### src/logic/sar_adc_params.svh
// Offsets, field positions, reset values and timing counts of the converter control block.
// Assumes the includer is the converter control module and its package.
// Notes on behaviour
// - Successive approximation turns the held sample into an 8-bit result.
// - Reference comes from the analog supply or the reference-capable pin, per pin roles.
// - Sleep conversions only run on the internal RC clock; software must select it.
// - Clock select 00, 01, 10, 11 give osc/2, osc/8, osc/32, internal RC.
// - Channel select codes 000 to 100 pick analog inputs 0 to 4.
// - With power on, writing one to the status bit starts; it reads one meanwhile.
// - Hardware clears the status bit when a conversion finishes.
// - Pin role field sets analog pins and the external reference choice.
// - Bits 7 to 3 of the pin role register read as zero.
// - Completion loads the result, clears the status bit and sets the done flag together.
// - After completion the capacitor stays disconnected two bit periods before acquiring.
// - The holding capacitor is never discharged between conversions.
// - Each result bit takes one period of the selected conversion clock.
// - A whole conversion takes nine and a half conversion clock periods.
// - Clearing the status bit aborts, keeps the old result, waits two periods, reacquires.
// - Port reads return zero on every pin configured as analog input.
`ifndef SAR_ADC_PARAMS_SVH
`define SAR_ADC_PARAMS_SVH

`define ADC_IDX_CTRL       10'h01f
`define ADC_IDX_PINCFG     10'h09f
`define ADC_IDX_RESULT     10'h01e
`define ADC_IDX_STATUS     10'h020
`define ADC_CTRL_RESET     8'h00
`define ADC_PINCFG_RESET   3'h0
`define ADC_RESULT_RESET   8'h00
`define ADC_GO_BIT         2
`define ADC_FLAG_BIT       0
`define ADC_HALF_DIV2      4'h0
`define ADC_HALF_DIV8      4'h3
`define ADC_HALF_DIV32     4'hf
`define ADC_CONV_HALVES    5'h13
`define ADC_HOLD_HALVES    5'h04
`define ADC_FIRST_DECISION 5'h02
`define ADC_SLVERR_NONE    1'b0

`endif

### src/logic/unused_placeholder_none.sv
`default_nettype none
`default_nettype wire

### src/logic/sar_adc_pkg.sv
// Types shared by the converter control block.
// Assumes the constants header is compiled alongside.
`default_nettype none
package sar_adc_pkg;

	typedef enum logic [1:0] {
		CLK_OSC2  = 2'h0,
		CLK_OSC8  = 2'h1,
		CLK_OSC32 = 2'h2,
		CLK_RC    = 2'h3
	} clk_sel_t;

	typedef struct packed {
		clk_sel_t   conv_clock_select;
		logic [2:0] input_channel_select;
		logic       go;
		logic       reserved;
		logic       converter_power_on;
	} ctrl_t;

	typedef enum logic [1:0] {
		ST_ACQUIRE = 2'h0,
		ST_CONVERT = 2'h1,
		ST_HOLDOFF = 2'h3
	} conv_state_t;

	typedef enum logic [2:0] {
		SEL_NONE,
		SEL_CTRL,
		SEL_PINCFG,
		SEL_RESULT,
		SEL_STATUS
	} reg_sel_t;

endpackage : sar_adc_pkg
`default_nettype wire

### src/logic/sar_adc_control.sv
// Converter control: APB register file, conversion clock, SAR sequencer and pin roles.
// Assumes APB inputs and all pin inputs are synchronous to pclk.
`include "sar_adc_params.svh"
`default_nettype none
module sar_adc_control (
	input  wire logic        pclk,
	input  wire logic        presetn,
	input  wire logic        psel,
	input  wire logic        penable,
	input  wire logic        pwrite,
	input  wire logic [11:0] paddr,
	input  wire logic [31:0] pwdata,
	output logic      [31:0] prdata,
	output logic             pready,
	output logic             pslverr,
	input  wire logic        comparator_high,
	input  wire logic        internal_rc_tick,
	input  wire logic        sleep_active,
	input  wire logic [4:0]  port_pins_in,
	output logic      [7:0]  dac_code,
	output logic      [2:0]  input_channel_select,
	output logic             holding_cap_connect,
	output logic             external_ref_select,
	output logic      [4:0]  analog_pin_mask,
	output logic      [4:0]  port_read_value,
	output logic             conversion_done_flag
);

	////////////////////////////////////////////////////////////////////////////////
	function automatic sar_adc_pkg::reg_sel_t reg_decode(input logic [11:0] addr);
		if (addr[1:0] != 2'h0)
			return sar_adc_pkg::SEL_NONE;
		case (addr[11:2])
			`ADC_IDX_CTRL:   return sar_adc_pkg::SEL_CTRL;
			`ADC_IDX_PINCFG: return sar_adc_pkg::SEL_PINCFG;
			`ADC_IDX_RESULT: return sar_adc_pkg::SEL_RESULT;
			`ADC_IDX_STATUS: return sar_adc_pkg::SEL_STATUS;
			default:         return sar_adc_pkg::SEL_NONE;
		endcase
	endfunction : reg_decode

	// Mask bit n set means channel n is an analog input; bit 5 asks for the external reference.
	function automatic logic [5:0] pin_roles(input logic [2:0] cfg);
		case (cfg)
			3'h0, 3'h2: return 6'h1f;
			3'h1, 3'h3: return 6'h37;
			3'h4:       return 6'h0b;
			default:    return 6'h00;
		endcase
	endfunction : pin_roles

	////////////////////////////////////////////////////////////////////////////////
	sar_adc_pkg::ctrl_t       ctrl, next_ctrl;
	sar_adc_pkg::conv_state_t state, next_state;
	logic [2:0]  pin_role_select, next_pin_role_select;
	logic [7:0]  conversion_result, next_conversion_result;
	logic        next_flag;
	logic [7:0]  sar, next_sar;
	logic [7:0]  trial, next_trial;
	logic [4:0]  half_cnt, next_half_cnt;
	logic [3:0]  div_cnt, next_div_cnt;
	logic [31:0] next_prdata;
	logic        next_pready;
	logic        next_pslverr;
	logic [7:0]  next_dac_code;
	logic [5:0]  roles;
	logic        half_tick;
	logic [3:0]  div_limit;
	logic        wr_fire;
	logic        rd_sample;
	sar_adc_pkg::reg_sel_t sel;

	always_comb begin
		sel       = reg_decode(paddr);
		rd_sample = psel && penable && !pready;
		wr_fire   = psel && penable && pready && pwrite;
		roles     = pin_roles(pin_role_select);
		case (ctrl.conv_clock_select)
			sar_adc_pkg::CLK_OSC2:  div_limit = `ADC_HALF_DIV2;
			sar_adc_pkg::CLK_OSC8:  div_limit = `ADC_HALF_DIV8;
			default:                div_limit = `ADC_HALF_DIV32;
		endcase
		// Oscillator-derived clocks stop in sleep, so only the RC source keeps ticking.
		if (ctrl.conv_clock_select == sar_adc_pkg::CLK_RC)
			half_tick = internal_rc_tick;
		else
			half_tick = !sleep_active && (div_cnt >= div_limit);
	end

	////////////////////////////////////////////////////////////////////////////////
	always_comb begin
		next_ctrl              = ctrl;
		next_pin_role_select   = pin_role_select;
		next_conversion_result = conversion_result;
		next_flag              = conversion_done_flag;
		next_state             = state;
		next_sar               = sar;
		next_trial             = trial;
		next_half_cnt          = half_cnt;
		next_div_cnt           = div_cnt;
		next_prdata            = 32'h0000_0000;
		next_pready            = rd_sample;
		next_pslverr           = `ADC_SLVERR_NONE;

		// A greater-or-equal compare lets a smaller divider take over mid-bit without a hang.
		if (state == sar_adc_pkg::ST_ACQUIRE || half_tick)
			next_div_cnt = 4'h0;
		else
			next_div_cnt = div_cnt + 4'h1;

		if (rd_sample) begin
			next_pslverr = (sel == sar_adc_pkg::SEL_NONE);
			case (sel)
				sar_adc_pkg::SEL_CTRL:   next_prdata = {24'h00_0000, ctrl};
				sar_adc_pkg::SEL_PINCFG: next_prdata = {29'h0, pin_role_select};
				sar_adc_pkg::SEL_RESULT: next_prdata = {24'h00_0000, conversion_result};
				sar_adc_pkg::SEL_STATUS: next_prdata = {31'h0, conversion_done_flag};
				default:                 next_prdata = 32'h0000_0000;
			endcase
		end

		if (wr_fire) begin
			case (sel)
				sar_adc_pkg::SEL_CTRL: begin
					next_ctrl = sar_adc_pkg::ctrl_t'(pwdata[7:0]);
					// A start request while powered down is dropped.
					if (!pwdata[0])
						next_ctrl.go = 1'b0;
				end
				sar_adc_pkg::SEL_PINCFG: next_pin_role_select = pwdata[2:0];
				sar_adc_pkg::SEL_RESULT: next_conversion_result = pwdata[7:0];
				sar_adc_pkg::SEL_STATUS: next_flag = pwdata[`ADC_FLAG_BIT];
				default: ;
			endcase
		end

		case (state)
			sar_adc_pkg::ST_ACQUIRE: begin
				// Acquisition timing is software's job; the start is taken as soon as seen.
				if (ctrl.go && ctrl.converter_power_on) begin
					next_state    = sar_adc_pkg::ST_CONVERT;
					next_sar      = 8'h00;
					next_trial    = 8'h80;
					next_half_cnt = 5'h00;
				end
			end
			sar_adc_pkg::ST_CONVERT: begin
				if (!next_ctrl.go || !next_ctrl.converter_power_on) begin
					// Abort keeps the previous result and still observes the holdoff.
					next_state    = sar_adc_pkg::ST_HOLDOFF;
					next_half_cnt = 5'h00;
					next_ctrl.go  = 1'b0;
				end else if (half_tick) begin
					next_half_cnt = half_cnt + 5'h01;
					// One decision per bit period, MSB first.
					if (half_cnt >= `ADC_FIRST_DECISION && !half_cnt[0] && trial != 8'h00) begin
						if (comparator_high)
							next_sar = sar | trial;
						next_trial = trial >> 1;
					end
					// Nineteen half periods make the full conversion.
					if (half_cnt == `ADC_CONV_HALVES - 5'h01) begin
						next_conversion_result = sar;
						next_ctrl.go           = 1'b0;
						next_flag              = 1'b1;
						next_state             = sar_adc_pkg::ST_HOLDOFF;
						next_half_cnt          = 5'h00;
					end
				end
			end
			sar_adc_pkg::ST_HOLDOFF: begin
				// Capacitor stays off the channel for two bit periods.
				if (half_tick)
					next_half_cnt = half_cnt + 5'h01;
				if (half_tick && half_cnt == `ADC_HOLD_HALVES - 5'h01)
					next_state = sar_adc_pkg::ST_ACQUIRE;
			end
			default: next_state = sar_adc_pkg::ST_ACQUIRE;
		endcase

		next_dac_code = next_sar | next_trial;
	end

	////////////////////////////////////////////////////////////////////////////////
	// The capacitor is only switched, never shorted, so its charge carries over.
	always_ff @(posedge pclk or negedge presetn) begin
		if (!presetn) begin
			ctrl                 <= sar_adc_pkg::ctrl_t'(`ADC_CTRL_RESET);
			pin_role_select      <= `ADC_PINCFG_RESET;
			conversion_result    <= `ADC_RESULT_RESET;
			conversion_done_flag <= 1'b0;
			state                <= sar_adc_pkg::ST_ACQUIRE;
			sar                  <= 8'h00;
			trial                <= 8'h00;
			half_cnt             <= 5'h00;
			div_cnt              <= 4'h0;
			prdata               <= 32'h0000_0000;
			pready               <= 1'b0;
			pslverr              <= 1'b0;
			dac_code             <= 8'h00;
			input_channel_select <= 3'h0;
			holding_cap_connect  <= 1'b0;
			external_ref_select  <= 1'b0;
			analog_pin_mask      <= 5'h00;
			port_read_value      <= 5'h00;
		end else begin
			ctrl                 <= next_ctrl;
			pin_role_select      <= next_pin_role_select;
			conversion_result    <= next_conversion_result;
			conversion_done_flag <= next_flag;
			state                <= next_state;
			sar                  <= next_sar;
			trial                <= next_trial;
			half_cnt             <= next_half_cnt;
			div_cnt              <= next_div_cnt;
			prdata               <= next_prdata;
			pready               <= next_pready;
			pslverr              <= next_pslverr;
			dac_code             <= next_dac_code;
			input_channel_select <= next_ctrl.input_channel_select;
			holding_cap_connect  <= next_ctrl.converter_power_on
			                        && next_state == sar_adc_pkg::ST_ACQUIRE;
			external_ref_select  <= roles[5];
			analog_pin_mask      <= roles[4:0];
			port_read_value      <= port_pins_in & ~roles[4:0];
		end
	end

endmodule : sar_adc_control
`default_nettype wire

### config.mk
export PLATFORM = sky130hd
export DESIGN_NAME = sar_adc_control
export DESIGN_NICKNAME = d
export VERILOG_FILES = /design/src/logic/unused_placeholder_none.sv /design/src/logic/sar_adc_pkg.sv /design/src/logic/sar_adc_control.sv
export VERILOG_INCLUDE_DIRS = /design/src /design/src/logic
export SDC_FILE = /design/constraint.sdc
export NUM_CORES = 1
export LEC_CHECK = 0
export BUFFER_PORTS_ARGS = -buffer_cell sky130_fd_sc_hd__buf_2
export CAP_MARGIN = 20
export CORE_UTILIZATION = 40
export DETAILED_ROUTE_END_ITERATION = 10
export HOLD_SLACK_MARGIN = 0.02
export MAX_ROUTING_LAYER = met4
export SETUP_SLACK_MARGIN = 0.15
export SLEW_MARGIN = 30
export SYNTH_ARGS = -nofsm -noshare
export SYNTH_HDL_FRONTEND = slang
export SYNTH_SLANG_ARGS = --single-unit
### constraint.sdc
create_clock -name pclk -period 4.7 [get_ports pclk]
set_input_delay 0.47 -clock pclk [delete_from_list [all_inputs] [get_ports pclk]]
set_output_delay 0.47 -clock pclk [all_outputs]
set_load 0.05 [all_outputs]
* Word level (Yosys, flattened, before mapping)
Cells that the tools add are included.
** Storage, ports and cells
- Register bits :: 101
- Input bits :: 57
- Output and inout port bits :: 58
- Logic and storage cells :: 133
** Cells by class
- Add/subtract/negate cells :: 2
- Order comparisons :: 2
- Equality and inequality tests :: 21
- Muxes and demuxes :: 53
- Bitwise logic cells :: 4
- Reduce and logical (&&, ||, !) cells :: 30
** Operators with widths (number)
- 2-to-1 mux 8 bit :: 16
- case mux 8 bit (2 select lines) :: 2
- case mux 8 bit (4 select lines) :: 1
- 2-to-1 mux 5 bit :: 5
- equality test 10 x 5 -> 1 bit (second input constant) :: 2
- case mux 6 bit (3 select lines) :: 1
- bitwise OR 8 bit :: 2
- case mux 5 bit (3 select lines) :: 1
- 2-to-1 mux 1 bit :: 14
- equality test 3 x 2 -> 1 bit (second input constant) :: 4
- 2-to-1 mux 3 bit :: 4
- case mux 3 bit (4 select lines) :: 1
- equality test 10 x 6 -> 1 bit (second input constant) :: 1
- equality test 10 x 8 -> 1 bit (second input constant) :: 1
- logical AND 1 bit :: 10
- 2-to-1 mux 2 bit :: 5
- case mux 4 bit (2 select lines) :: 1
- nonzero test 8 bit :: 1
- equality test 3 x 1 -> 1 bit (second input constant) :: 2
- equality test 3 bit (second input constant) :: 2
- zero test 2 bit :: 3
- zero test 3 bit :: 2
- case mux 2 bit (3 select lines) :: 1
- adder 5 x 1 -> 5 bit (second input constant) :: 1
- 20 further kinds :: 29

* Depth between registers and ports, before layout
Gate-level depths: netlist of the first run.
- Depth in word-level cells :: 12
- Gate-level depth with buffers :: 11
- Depth with buffers taken out :: 9

* Least setup slack after synthesis of the first run
Ideal clock, no wire load.
- Path kind :: input-to-reg
- Start :: input port paddr[11]
- End :: register dac_code[2]
- Library setup time :: 126 ps
- Data arrival time :: 2308 ps
- Required time :: 4574 ps
- Path slack :: 2266 ps
- Stages on the path :: 6
- Path through :: or4_4 > nor3_2 > nand4_4 > a211o_1 > o31a_1 > a221o_1
** On the way
- Word-level cells in the longest chain between the ends :: 11
** Ends and longest elaborated chain
- start, declared :: RTL line sar_adc_control.sv:11 : input wire logic [11:0] paddr,
- equality test 10 x 6 -> 1 bit (tied with other cells) :: RTL line sar_adc_control.sv:33 : case (addr[11:2])
- case mux 3 bit (4 select lines) * :: RTL line sar_adc_control.sv:33
- 2-to-1 mux 3 bit * :: RTL line sar_adc_control.sv:33
- equality test 3 x 1 -> 1 bit * :: RTL line sar_adc_control.sv:123 : case (sel)
- 2-to-1 mux 3 bit * :: RTL line sar_adc_control.sv:123
- 2-to-1 mux 3 bit * :: RTL line sar_adc_control.sv:122 : if (wr_fire) begin
- zero test 1 bit :: RTL line sar_adc_control.sv:148 : if (!next_ctrl.go || !next_ctrl.converter_power_on) begin
- logical OR 1 bit * :: RTL line sar_adc_control.sv:148
- 2-to-1 mux 8 bit :: RTL line sar_adc_control.sv:148
- case mux 8 bit (2 select lines) :: RTL line sar_adc_control.sv:137 : case (state)
- bitwise OR 8 bit * :: RTL line sar_adc_control.sv:181 : next_dac_code = next_sar | next_trial;
- net next_dac_code[2] :: RTL line sar_adc_control.sv:65 : logic [7:0] next_dac_code;
- end signal, assigned :: RTL line sar_adc_control.sv:219 : dac_code <= next_dac_code;
- end, declared :: RTL line sar_adc_control.sv:20 : output logic [7:0] dac_code,
Mark *: on every way through the listed nets, which the timed path passes. The rest lies on a longest branch.
A chain may end at the register's enable or synchronous reset.

* Final worst setup path of the first run
- Start :: register ctrl[6] in the netlist's numbering
- End :: register conversion_result[0]
** On the way
- Word-level cells in the longest chain between the ends :: 8
** Ends and longest elaborated chain
- start, declared :: RTL line sar_adc_control.sv:53 : sar_adc_pkg::ctrl_t ctrl, next_ctrl;
- start signal, assigned :: RTL line sar_adc_control.sv:188 : ctrl <= sar_adc_pkg::ctrl_t'(`ADC_CTRL_RESET);
- start signal, assigned :: RTL line sar_adc_control.sv:207 : ctrl <= next_ctrl;
- equality test 2 x 1 -> 1 bit / zero test 2 bit (equally long branches) :: RTL line sar_adc_control.sv:78 : case (ctrl.conv_clock_select)
- case mux 4 bit (2 select lines) :: RTL line sar_adc_control.sv:78
- greater-or-equal comparator 4 bit :: RTL line sar_adc_control.sv:87 : half_tick = !sleep_active && (div_cnt >= div_limit);
- logical AND 1 bit :: RTL line sar_adc_control.sv:87
- 2-to-1 mux 1 bit * :: RTL line sar_adc_control.sv:84 : if (ctrl.conv_clock_select == sar_adc_pkg::CLK_RC)
- 2-to-1 mux 8 bit * :: RTL line sar_adc_control.sv:153 : end else if (half_tick) begin
- 2-to-1 mux 8 bit * :: RTL line sar_adc_control.sv:148
- 2-to-1 mux 8 bit * :: RTL line sar_adc_control.sv:137
- net next_conversion_result[0] :: RTL line sar_adc_control.sv:56 : logic [7:0] conversion_result, next_conversion_result;
- end signal, assigned :: RTL line sar_adc_control.sv:190 : conversion_result <= `ADC_RESULT_RESET;
- end signal, assigned :: RTL line sar_adc_control.sv:209 : conversion_result <= next_conversion_result;
- end, declared :: RTL line sar_adc_control.sv:56
Marks and branches as above.

==> metrics.txt, run 1 <==
# TYPE chip_impl_metric gauge
chip_impl_info{name="path_cells",value="or2_2, ha_1, nor2b_1, o21ai_0, a21oi_1, buf_4, a2111oi_4, o21ai_0"} 1
chip_impl_metric{name="fin_tns_setup",unit="ps"} 0
chip_impl_info{name="worst_path_max_delay_cell",value="sky130_fd_sc_hd__a2111oi_4"} 1
chip_impl_metric{name="post-route-util",unit="%"} 46.4
chip_impl_metric{name="drive_gt1_share",unit="%"} 28.0
chip_impl_metric{name="finalHoldViolCount",unit=""} 0
chip_impl_metric{name="dr_drc_count",unit=""} 2
chip_impl_metric{name="finalPower",unit="mW"} 1.36
chip_impl_info{name="tritoncts",value="yes"} 1
chip_impl_metric{name="cts_inserted_buffers",unit=""} 9
chip_impl_metric{name="layout.filler_cells",unit=""} 868
chip_impl_metric{name="power_switching_share",unit="%"} 28.7
chip_impl_info{name="critical_path.most_common_cell",value="sky130_fd_sc_hd__o21ai_0"} 1
chip_impl_metric{name="number_of_h_tree_levels",unit=""} 3
chip_impl_metric{name="worst_skew_pair.late_latency",unit="ps"} 350
chip_impl_metric{name="grt_first_pass_wirelength",unit="um"} 12500
chip_impl_metric{name="vias",unit=""} 2694
chip_impl_metric{name="port-buffer-count",unit=""} 66
chip_impl_info{name="crit_path_start",value="ctrl[6]"} 1
chip_impl_info{name="rsz0062_at_grt",value="no"} 1
chip_impl_info{name="dominant_cells_by_area_after_synthesis",value="sky130_fd_sc_hd__dfrtp_1 50%, sky130_fd_sc_hd__buf_4 6.4%, sky130_fd_sc_hd__mux2_2 2.7%"} 1
chip_impl_metric{name="worst_slew_margin_rel",unit="%"} 42.2
chip_impl_info{name="worst_r2r_startpoint",value="ctrl[6]"} 1
chip_impl_metric{name="reg2reg_depth",unit=""} 8
chip_impl_metric{name="postCtsHoldBufs",unit=""} 0
chip_impl_metric{name="dr.first_iter.drc_count",unit=""} 94
chip_impl_metric{name="drt-wirelength-per-cell",unit="um"} 14.6
chip_impl_metric{name="ys_seq_area_share",unit="%"} 49.7
chip_impl_metric{name="nets",unit=""} 470
chip_impl_metric{name="worstPathMaxFanout",unit=""} 17
chip_impl_metric{name="clkPwrFrac",unit="%"} 35.9
chip_impl_metric{name="global_route_total_overflow",unit=""} 0
chip_impl_info{name="synth.most_common_cell",value="sky130_fd_sc_hd__dfrtp_1"} 1
chip_impl_metric{name="ff_latch_area",unit="mm^2"} 0.00188
chip_impl_metric{name="share_comb_of_total_power",unit="%"} 13.0
chip_impl_info{name="end_kind",value="register"} 1
chip_impl_metric{name="synth.yosys.warnings",unit=""} 0
chip_impl_metric{name="cp.arrival",unit="ps"} 2860
chip_impl_metric{name="effective_utilization_at_floorplan",unit="%"} 41.0
chip_impl_metric{name="grt_usage",unit="%"} 16.8
chip_impl_metric{name="synthArstFlopShare",unit="%"} 100
chip_impl_metric{name="worst-r2r-setup-slack",unit="ps"} 2030
chip_impl_metric{name="number_of_antenna_violations_at_the_first_check_in_global_routing",unit=""} 0
chip_impl_metric{name="powerDensity",unit="mW/mm^2"} 318
chip_impl_info{name="holdCritPathClass",value="input port to asynchronous set/reset pin"} 1
chip_impl_metric{name="synthesized_cell_area",unit="mm^2"} 0.00377
chip_impl_metric{name="worst-slew-pin-transition",unit="ps"} 867
chip_impl_metric{name="power.internal",unit="uW"} 968
chip_impl_metric{name="irDropWorstVdd",unit="mV"} 0.120
chip_impl_info{name="violated_checks",value="design-rule violations"} 1
chip_impl_metric{name="critical-path-max-stage-delay",unit="ps"} 760
chip_impl_metric{name="length_of_the_first_detailed_routing_pass_in_iterations",unit=""} 7
chip_impl_metric{name="critical_path_depth",unit=""} 8
chip_impl_metric{name="area_occupied_by_multi_input_gates",unit="mm^2"} 0.00165
chip_impl_metric{name="synth-compound-area-share",unit="%"} 16.4
chip_impl_info{name="synth_top_cells_by_count",value="75 x sky130_fd_sc_hd__dfrtp_1, 32 x sky130_fd_sc_hd__buf_4, 25 x sky130_fd_sc_hd__nand2_1"} 1
chip_impl_metric{name="clock_path_buffers",unit=""} 2
chip_impl_metric{name="post-cts-setup-buffers",unit=""} 0
chip_impl_info{name="timing_worst_setup_path_type",value="register to register"} 1
chip_impl_info{name="regToRegEndpoint",value="conversion_result[0]"} 1
chip_impl_metric{name="wl",unit="um"} 7610
chip_impl_metric{name="die_area",unit="mm^2"} 0.00983
chip_impl_metric{name="antenna_left",unit=""} 0
chip_impl_info{name="post-synth-top-area-cell",value="sky130_fd_sc_hd__dfrtp_1"} 1
chip_impl_metric{name="synth_edf_count",unit=""} 0
chip_impl_metric{name="areaGrowthSynthToFinish",unit="%"} 13.0
chip_impl_metric{name="achievable-frequency",unit="MHz"} 374
chip_impl_metric{name="seqPwrFrac",unit="%"} 51.1
chip_impl_metric{name="netlist_instances",unit=""} 342
chip_impl_metric{name="drv.max_cap_violation_count",unit=""} 0
chip_impl_metric{name="grt_max_degree",unit=""} 76
chip_impl_metric{name="finalCriticalPeriod",unit="ps"} 2670
chip_impl_metric{name="yosys.area_share.adder",unit="%"} 2.32
chip_impl_info{name="run_status",value="finished with violations"} 1
chip_impl_info{name="startpoint_type",value="register"} 1
chip_impl_metric{name="finalClockSkew",unit="ps"} 8.24
chip_impl_info{name="clock-root-buffer",value="sky130_fd_sc_hd__clkbuf_8"} 1
chip_impl_metric{name="vias_in_the_first_global_route",unit=""} 2527
chip_impl_metric{name="yosys.cell_types.count",unit=""} 65
chip_impl_metric{name="timing_max_transition_violations_final",unit=""} 0
chip_impl_metric{name="die_height",unit="um"} 99.1
chip_impl_info{name="setup.worst_path.end",value="conversion_result[0]"} 1
chip_impl_metric{name="coreArea",unit="mm^2"} 0.00920
chip_impl_info{name="synth_top_family_by_area",value="simple AND/OR/NAND/NOR gates"} 1
chip_impl_metric{name="avgViaCountPerCell",unit=""} 5.17
chip_impl_metric{name="clkSlewWorstSetupHoldPaths",unit="ps"} 80
chip_impl_metric{name="muxShareOfSynthArea",unit="%"} 5.07
chip_impl_metric{name="cts-resized-gates",unit=""} 0
chip_impl_metric{name="switching_power",unit="uW"} 390
chip_impl_metric{name="p_leak",unit="nW"} 2.12
chip_impl_metric{name="worst_ep_required_time",unit="ps"} 4890
chip_impl_metric{name="die_width",unit="um"} 99.1
chip_impl_metric{name="ys_seq_elements",unit=""} 75
chip_impl_metric{name="boundaryPins",unit=""} 115
chip_impl_metric{name="synth_area_per_inst",unit="um^2"} 11.0
chip_impl_metric{name="cts.sinks",unit=""} 75
chip_impl_info{name="postSynth.topFlopCell",value="sky130_fd_sc_hd__dfrtp_1"} 1
chip_impl_metric{name="timing.final.setup_violations",unit=""} 0
chip_impl_metric{name="post-dp-hpwl",unit="um"} 5300
chip_impl_metric{name="synth_xor_xnor_area_share",unit="%"} 0.464
chip_impl_metric{name="yosys.area.top_type_share",unit="%"} 49.7
chip_impl_metric{name="rows",unit=""} 35
chip_impl_metric{name="cp_num_buf_inv",unit=""} 1
chip_impl_metric{name="place_congestion",unit=""} 0.818
chip_impl_metric{name="synth_simple_gate_area_share",unit="%"} 17.0
chip_impl_info{name="timing.critical_path.max_delay_family",value="compound AO/OA/AOI/OAI gates"} 1
chip_impl_metric{name="finalCritPeriodShare",unit="%"} 56.9
chip_impl_metric{name="insertedDiodeCount",unit=""} 0
-- kinds of logic after synthesis --
family          after synthesis
flops                        75
xor+xnor                      2
other cells                   1
mux                          18
fa+ha+maj                     7
buf+inv                      53
compound gates               76
simple gates                110
-- cell type report --
class / instances / area share, %
sequential: 75 / 44.0
inverter: 14 / 1.23
tap: 111 / 3.26
multi-input combinational: 237 / 38.6
clock buffer: 9 / 2.90
timing repair buffer: 69 / 8.36
clock inverter: 6 / 1.58
-- layer usage --
layer	vias to the layer above	GRT usage (%)	wire, um
met5	-	-	0
met4	0	6.45	80
met3	7	3.16	394
met2	77	24.7	3510
met1	1313	23.1	3630
li1	1297	-	-
-- sequential cells by signal (all words and copies together) (netlist names) --
register	cells
trial	8
external_ref_select	1
dac_code	8
prdata	8
conversion_result	8
pslverr	1
holding_cap_connect	1
div_cnt	4
port_read_value	5
pin_role_select	3
ctrl	8
state	2
pready	1
conversion_done_flag	1
half_cnt	5
analog_pin_mask	3
sar	8
-- worst min path at each step --
stage                          from                   end
finish                      presetn            div_cnt[2]
global route                presetn            div_cnt[2]
CTS                 port_pins_in[0]    port_read_value[0]
detailed placement           sar[3]  conversion_result[3]
global placement             sar[3]  conversion_result[3]
floorplan                   presetn    analog_pin_mask[1]
-- stage by stage --
step           hold WS, ps  instances  instance area, um^2  setup WS (ps)
2_1_floorplan          174        365                 3860           2270
3_3_place_gp           459        505                 4060           1560
3_5_place_dp           467        505                 4060           1560
4_1_cts                308        520                 4250           1790
5_1_grt                293        521                 4260           1870
6_report               231        521                 4260           2030
-- power groups by stage --
stage | sequential, mW | combinational (mW) | clock, mW
2_1_floorplan | 0.706 | 0.142 | 0
3_3_place_gp | 0.705 | 0.174 | 0
3_5_place_dp | 0.706 | 0.178 | 0
4_1_cts | 0.693 | 0.178 | 0.502
5_1_grt | 0.697 | 0.197 | 0.532
6_report | 0.693 | 0.176 | 0.488
-- placed cells by master, fill, tap and decap left out, types with 5 or more instances in the layout --
| cell type | netlist | final |
|---|---|---|
| sky130_fd_sc_hd__clkbuf_8 | 0 | 9 |
| sky130_fd_sc_hd__conb_1 | 1 | 24 |
| sky130_fd_sc_hd__a21oi_1 | 9 | 9 |
| sky130_fd_sc_hd__a31o_1 | 5 | 5 |
| sky130_fd_sc_hd__nor2_1 | 22 | 22 |
| sky130_fd_sc_hd__and2_1 | 12 | 12 |
| sky130_fd_sc_hd__a221o_1 | 7 | 7 |
| sky130_fd_sc_hd__inv_1 | 14 | 14 |
| sky130_fd_sc_hd__o21ai_0 | 16 | 16 |
| sky130_fd_sc_hd__dfrtp_1 | 75 | 75 |
| sky130_fd_sc_hd__ha_1 | 7 | 7 |
| sky130_fd_sc_hd__nor2b_1 | 5 | 5 |
| sky130_fd_sc_hd__buf_2 | 1 | 66 |
| sky130_fd_sc_hd__nand3_1 | 7 | 7 |
| sky130_fd_sc_hd__a22oi_1 | 7 | 7 |
| sky130_fd_sc_hd__mux2_2 | 9 | 9 |
| sky130_fd_sc_hd__mux2i_1 | 9 | 9 |
| sky130_fd_sc_hd__nand2_1 | 25 | 25 |
No activity file was read; power rests on OpenSTA's default activity.
==> inputs of run 2 (changes only) <==
Clock period 4.7 ns to 2.6 ns, I/O delays scaled along.
==> metrics.txt, run 2 (synthesis results as in run 1) <==
# TYPE chip_impl_metric gauge
chip_impl_info{name="run_status",value="complete, no violations"} 1
chip_impl_metric{name="timing.final.setup_violations",unit=""} 0
chip_impl_metric{name="grt_max_degree",unit=""} 76
chip_impl_info{name="startpoint_type",value="register"} 1
chip_impl_info{name="tritoncts",value="yes"} 1
chip_impl_metric{name="insertedDiodeCount",unit=""} 0
chip_impl_metric{name="layout.filler_cells",unit=""} 862
chip_impl_metric{name="number_of_h_tree_levels",unit=""} 3
chip_impl_info{name="clock-root-buffer",value="sky130_fd_sc_hd__clkbuf_8"} 1
chip_impl_metric{name="placed_cells_incl_taps",unit=""} 516
chip_impl_metric{name="p_leak",unit="nW"} 2.19
chip_impl_metric{name="die_width",unit="um"} 99.1
chip_impl_metric{name="groute.layer.met1.usage",unit="%"} 23.5
chip_impl_metric{name="clkSlewWorstSetupHoldPaths",unit="ps"} 80
chip_impl_info{name="most-common-layout-cells",value="75 x sky130_fd_sc_hd__dfrtp_1, 66 x sky130_fd_sc_hd__buf_2, 25 x sky130_fd_sc_hd__nand2_1"} 1
chip_impl_metric{name="cts_inserted_buffers",unit=""} 9
chip_impl_metric{name="wl",unit="um"} 8150
chip_impl_metric{name="die_area",unit="mm^2"} 0.00983
chip_impl_metric{name="effective_utilization_at_floorplan",unit="%"} 41.0
chip_impl_metric{name="reg2reg_depth",unit=""} 9
chip_impl_metric{name="rows",unit=""} 35
chip_impl_info{name="holdCritPathClass",value="input port to register"} 1
chip_impl_metric{name="drt-wirelength-per-cell",unit="um"} 15.3
chip_impl_metric{name="timing_max_transition_violations_final",unit=""} 0
chip_impl_metric{name="grt_first_pass_wirelength",unit="um"} 13400
chip_impl_metric{name="critical-path-max-stage-delay",unit="ps"} 390
chip_impl_metric{name="antenna_left",unit=""} 0
chip_impl_metric{name="finalCritPeriodShare",unit="%"} 90.7
chip_impl_info{name="globalRoute.busiestLayer",value="met2"} 1
chip_impl_metric{name="die_height",unit="um"} 99.1
chip_impl_info{name="worst_path_max_delay_cell",value="sky130_fd_sc_hd__dfrtp_1"} 1
chip_impl_metric{name="finalClockSkew",unit="ps"} 5.56
chip_impl_metric{name="worst_skew_pair.late_latency",unit="ps"} 360
chip_impl_info{name="end_kind",value="register"} 1
chip_impl_info{name="final_common_cell",value="sky130_fd_sc_hd__dfrtp_1"} 1
chip_impl_metric{name="global_route_total_overflow",unit=""} 0
chip_impl_metric{name="setup_ws_final",unit="ps"} 243
chip_impl_metric{name="worst_ep_required_time",unit="ps"} 2840
chip_impl_metric{name="fin_tns_setup",unit="ps"} 0
chip_impl_metric{name="irDropWorstVdd",unit="mV"} 0.227
chip_impl_info{name="rsz0062_at_grt",value="no"} 1
chip_impl_metric{name="worstPathMaxFanout",unit=""} 5
chip_impl_info{name="timing_worst_setup_path_type",value="register to register"} 1
chip_impl_info{name="regToRegEndpoint",value="dac_code[6]"} 1
chip_impl_metric{name="drive_gt1_share",unit="%"} 31.0
chip_impl_metric{name="placement.setup.worst_slack",unit="ps"} 103
chip_impl_metric{name="clock_path_buffers",unit=""} 2
chip_impl_metric{name="fin_hold_ws",unit="ps"} 105
chip_impl_metric{name="finalNonFillerCells",unit=""} 533
chip_impl_metric{name="vias_in_the_first_global_route",unit=""} 2717
chip_impl_metric{name="cp.arrival",unit="ps"} 2590
chip_impl_metric{name="port-buffer-count",unit=""} 66
chip_impl_metric{name="boundaryPins",unit=""} 115
chip_impl_metric{name="drv.max_cap_violation_count",unit=""} 0
chip_impl_info{name="worst_r2r_startpoint",value="ctrl[7]"} 1
chip_impl_metric{name="met2_usage",unit="%"} 28.1
chip_impl_metric{name="place_congestion",unit=""} 0.799
chip_impl_metric{name="holdPathStages",unit=""} 2
chip_impl_metric{name="grt_usage",unit="%"} 18.3
chip_impl_info{name="holdCritStartpoint",value="port_pins_in[0]"} 1
chip_impl_info{name="crit_path_start",value="ctrl[7]"} 1
chip_impl_metric{name="dr.first_iter.drc_count",unit=""} 114
chip_impl_metric{name="length_of_the_first_detailed_routing_pass_in_iterations",unit=""} 4
chip_impl_metric{name="cts.sinks",unit=""} 75
chip_impl_metric{name="dr_drc_count",unit=""} 0
chip_impl_info{name="path_cells",value="or2_4, ha_4, nor2b_1, o21ai_1, a21oi_2, buf_6, a211o_1, o31a_1, a221o_1"} 1
chip_impl_metric{name="fraction_of_met3_tracks_used_by_global_routing",unit="%"} 4.29
chip_impl_metric{name="vias",unit=""} 2798
chip_impl_metric{name="avgViaCountPerCell",unit=""} 5.25
chip_impl_metric{name="number_of_antenna_violations_at_the_first_check_in_global_routing",unit=""} 0
chip_impl_metric{name="finalHoldViolCount",unit=""} 0
chip_impl_metric{name="finalCriticalPeriod",unit="ps"} 2360
chip_impl_metric{name="areaGrowthSynthToFinish",unit="%"} 17.1
chip_impl_info{name="timing.hold.worst_endpoint",value="port_read_value[0]"} 1
chip_impl_metric{name="achievable-frequency",unit="MHz"} 424
chip_impl_metric{name="nets",unit=""} 482
chip_impl_metric{name="powerDensity",unit="mW/mm^2"} 560
chip_impl_metric{name="worst-r2r-setup-slack",unit="ps"} 240
chip_impl_metric{name="post-dp-hpwl",unit="um"} 5730
chip_impl_metric{name="coreArea",unit="mm^2"} 0.00920
run 2: per-layer routing:
metal  vias to the layer above  routed length (um)
met1                      1373                3790
met3                        15                 378
li1                       1325                   -
met5                         -                   0
met2                        85                3760
met4                         0                 212
run 2: worst max path at each step:
stage / slack (ps) / cells past startpoint / end
floorplan: 180 / 6 / dac_code[6]
global placement: 150 / 7 / dac_code[2]
detailed placement: 100 / 7 / dac_code[0]
CTS: 160 / 9 / dac_code[2]
global route: 150 / 10 / dac_code[6]
finish: 240 / 9 / dac_code[6]
run 2: what timing repair did:
item                                    4_1_cts  5_1_grt
hold buffers                                  1        0
endpoints found under the setup margin        1       15
resized for setup                             1       10
buffers inserted                              0        1
pin swaps                                     0        4
endpoints found under the hold margin        75        0
run 2: final cells by class:
cell class / instances / area (um^2) / share of cell area, %
sequential: 75 / 1880 / 42.5
multi-input combinational: 237 / 1680 / 38.1
timing repair buffer: 81 / 478 / 10.8
tap: 111 / 139 / 3.14
clock buffer: 9 / 124 / 2.80
clock inverter: 6 / 66.3 / 1.50
inverter: 14 / 52.6 / 1.19
run 2: per-stage QoR:
stage	power [mW]	utilization (%)	area (um^2)
floorplan	1.53	-	3860
global placement	1.59	45.3	4170
detailed placement	1.60	45.3	4170
CTS	2.49	47.6	4380
global route	2.60	48.1	4420
finish	2.47	48.1	4420
run 2: power by group:
group | switching, mW | internal [mW]
Combinational | 0.222 | 0.106
Sequential | 0.0467 | 1.21
Clock | 0.453 | 0.439
run 2: critical path, delay by kind of cell (launching register included):
family          cells  cell delay [ps]
compound gates      5             1150
simple gates        2              300
buf+inv             1              140
flops               1              390
fa+ha+maj           1              260
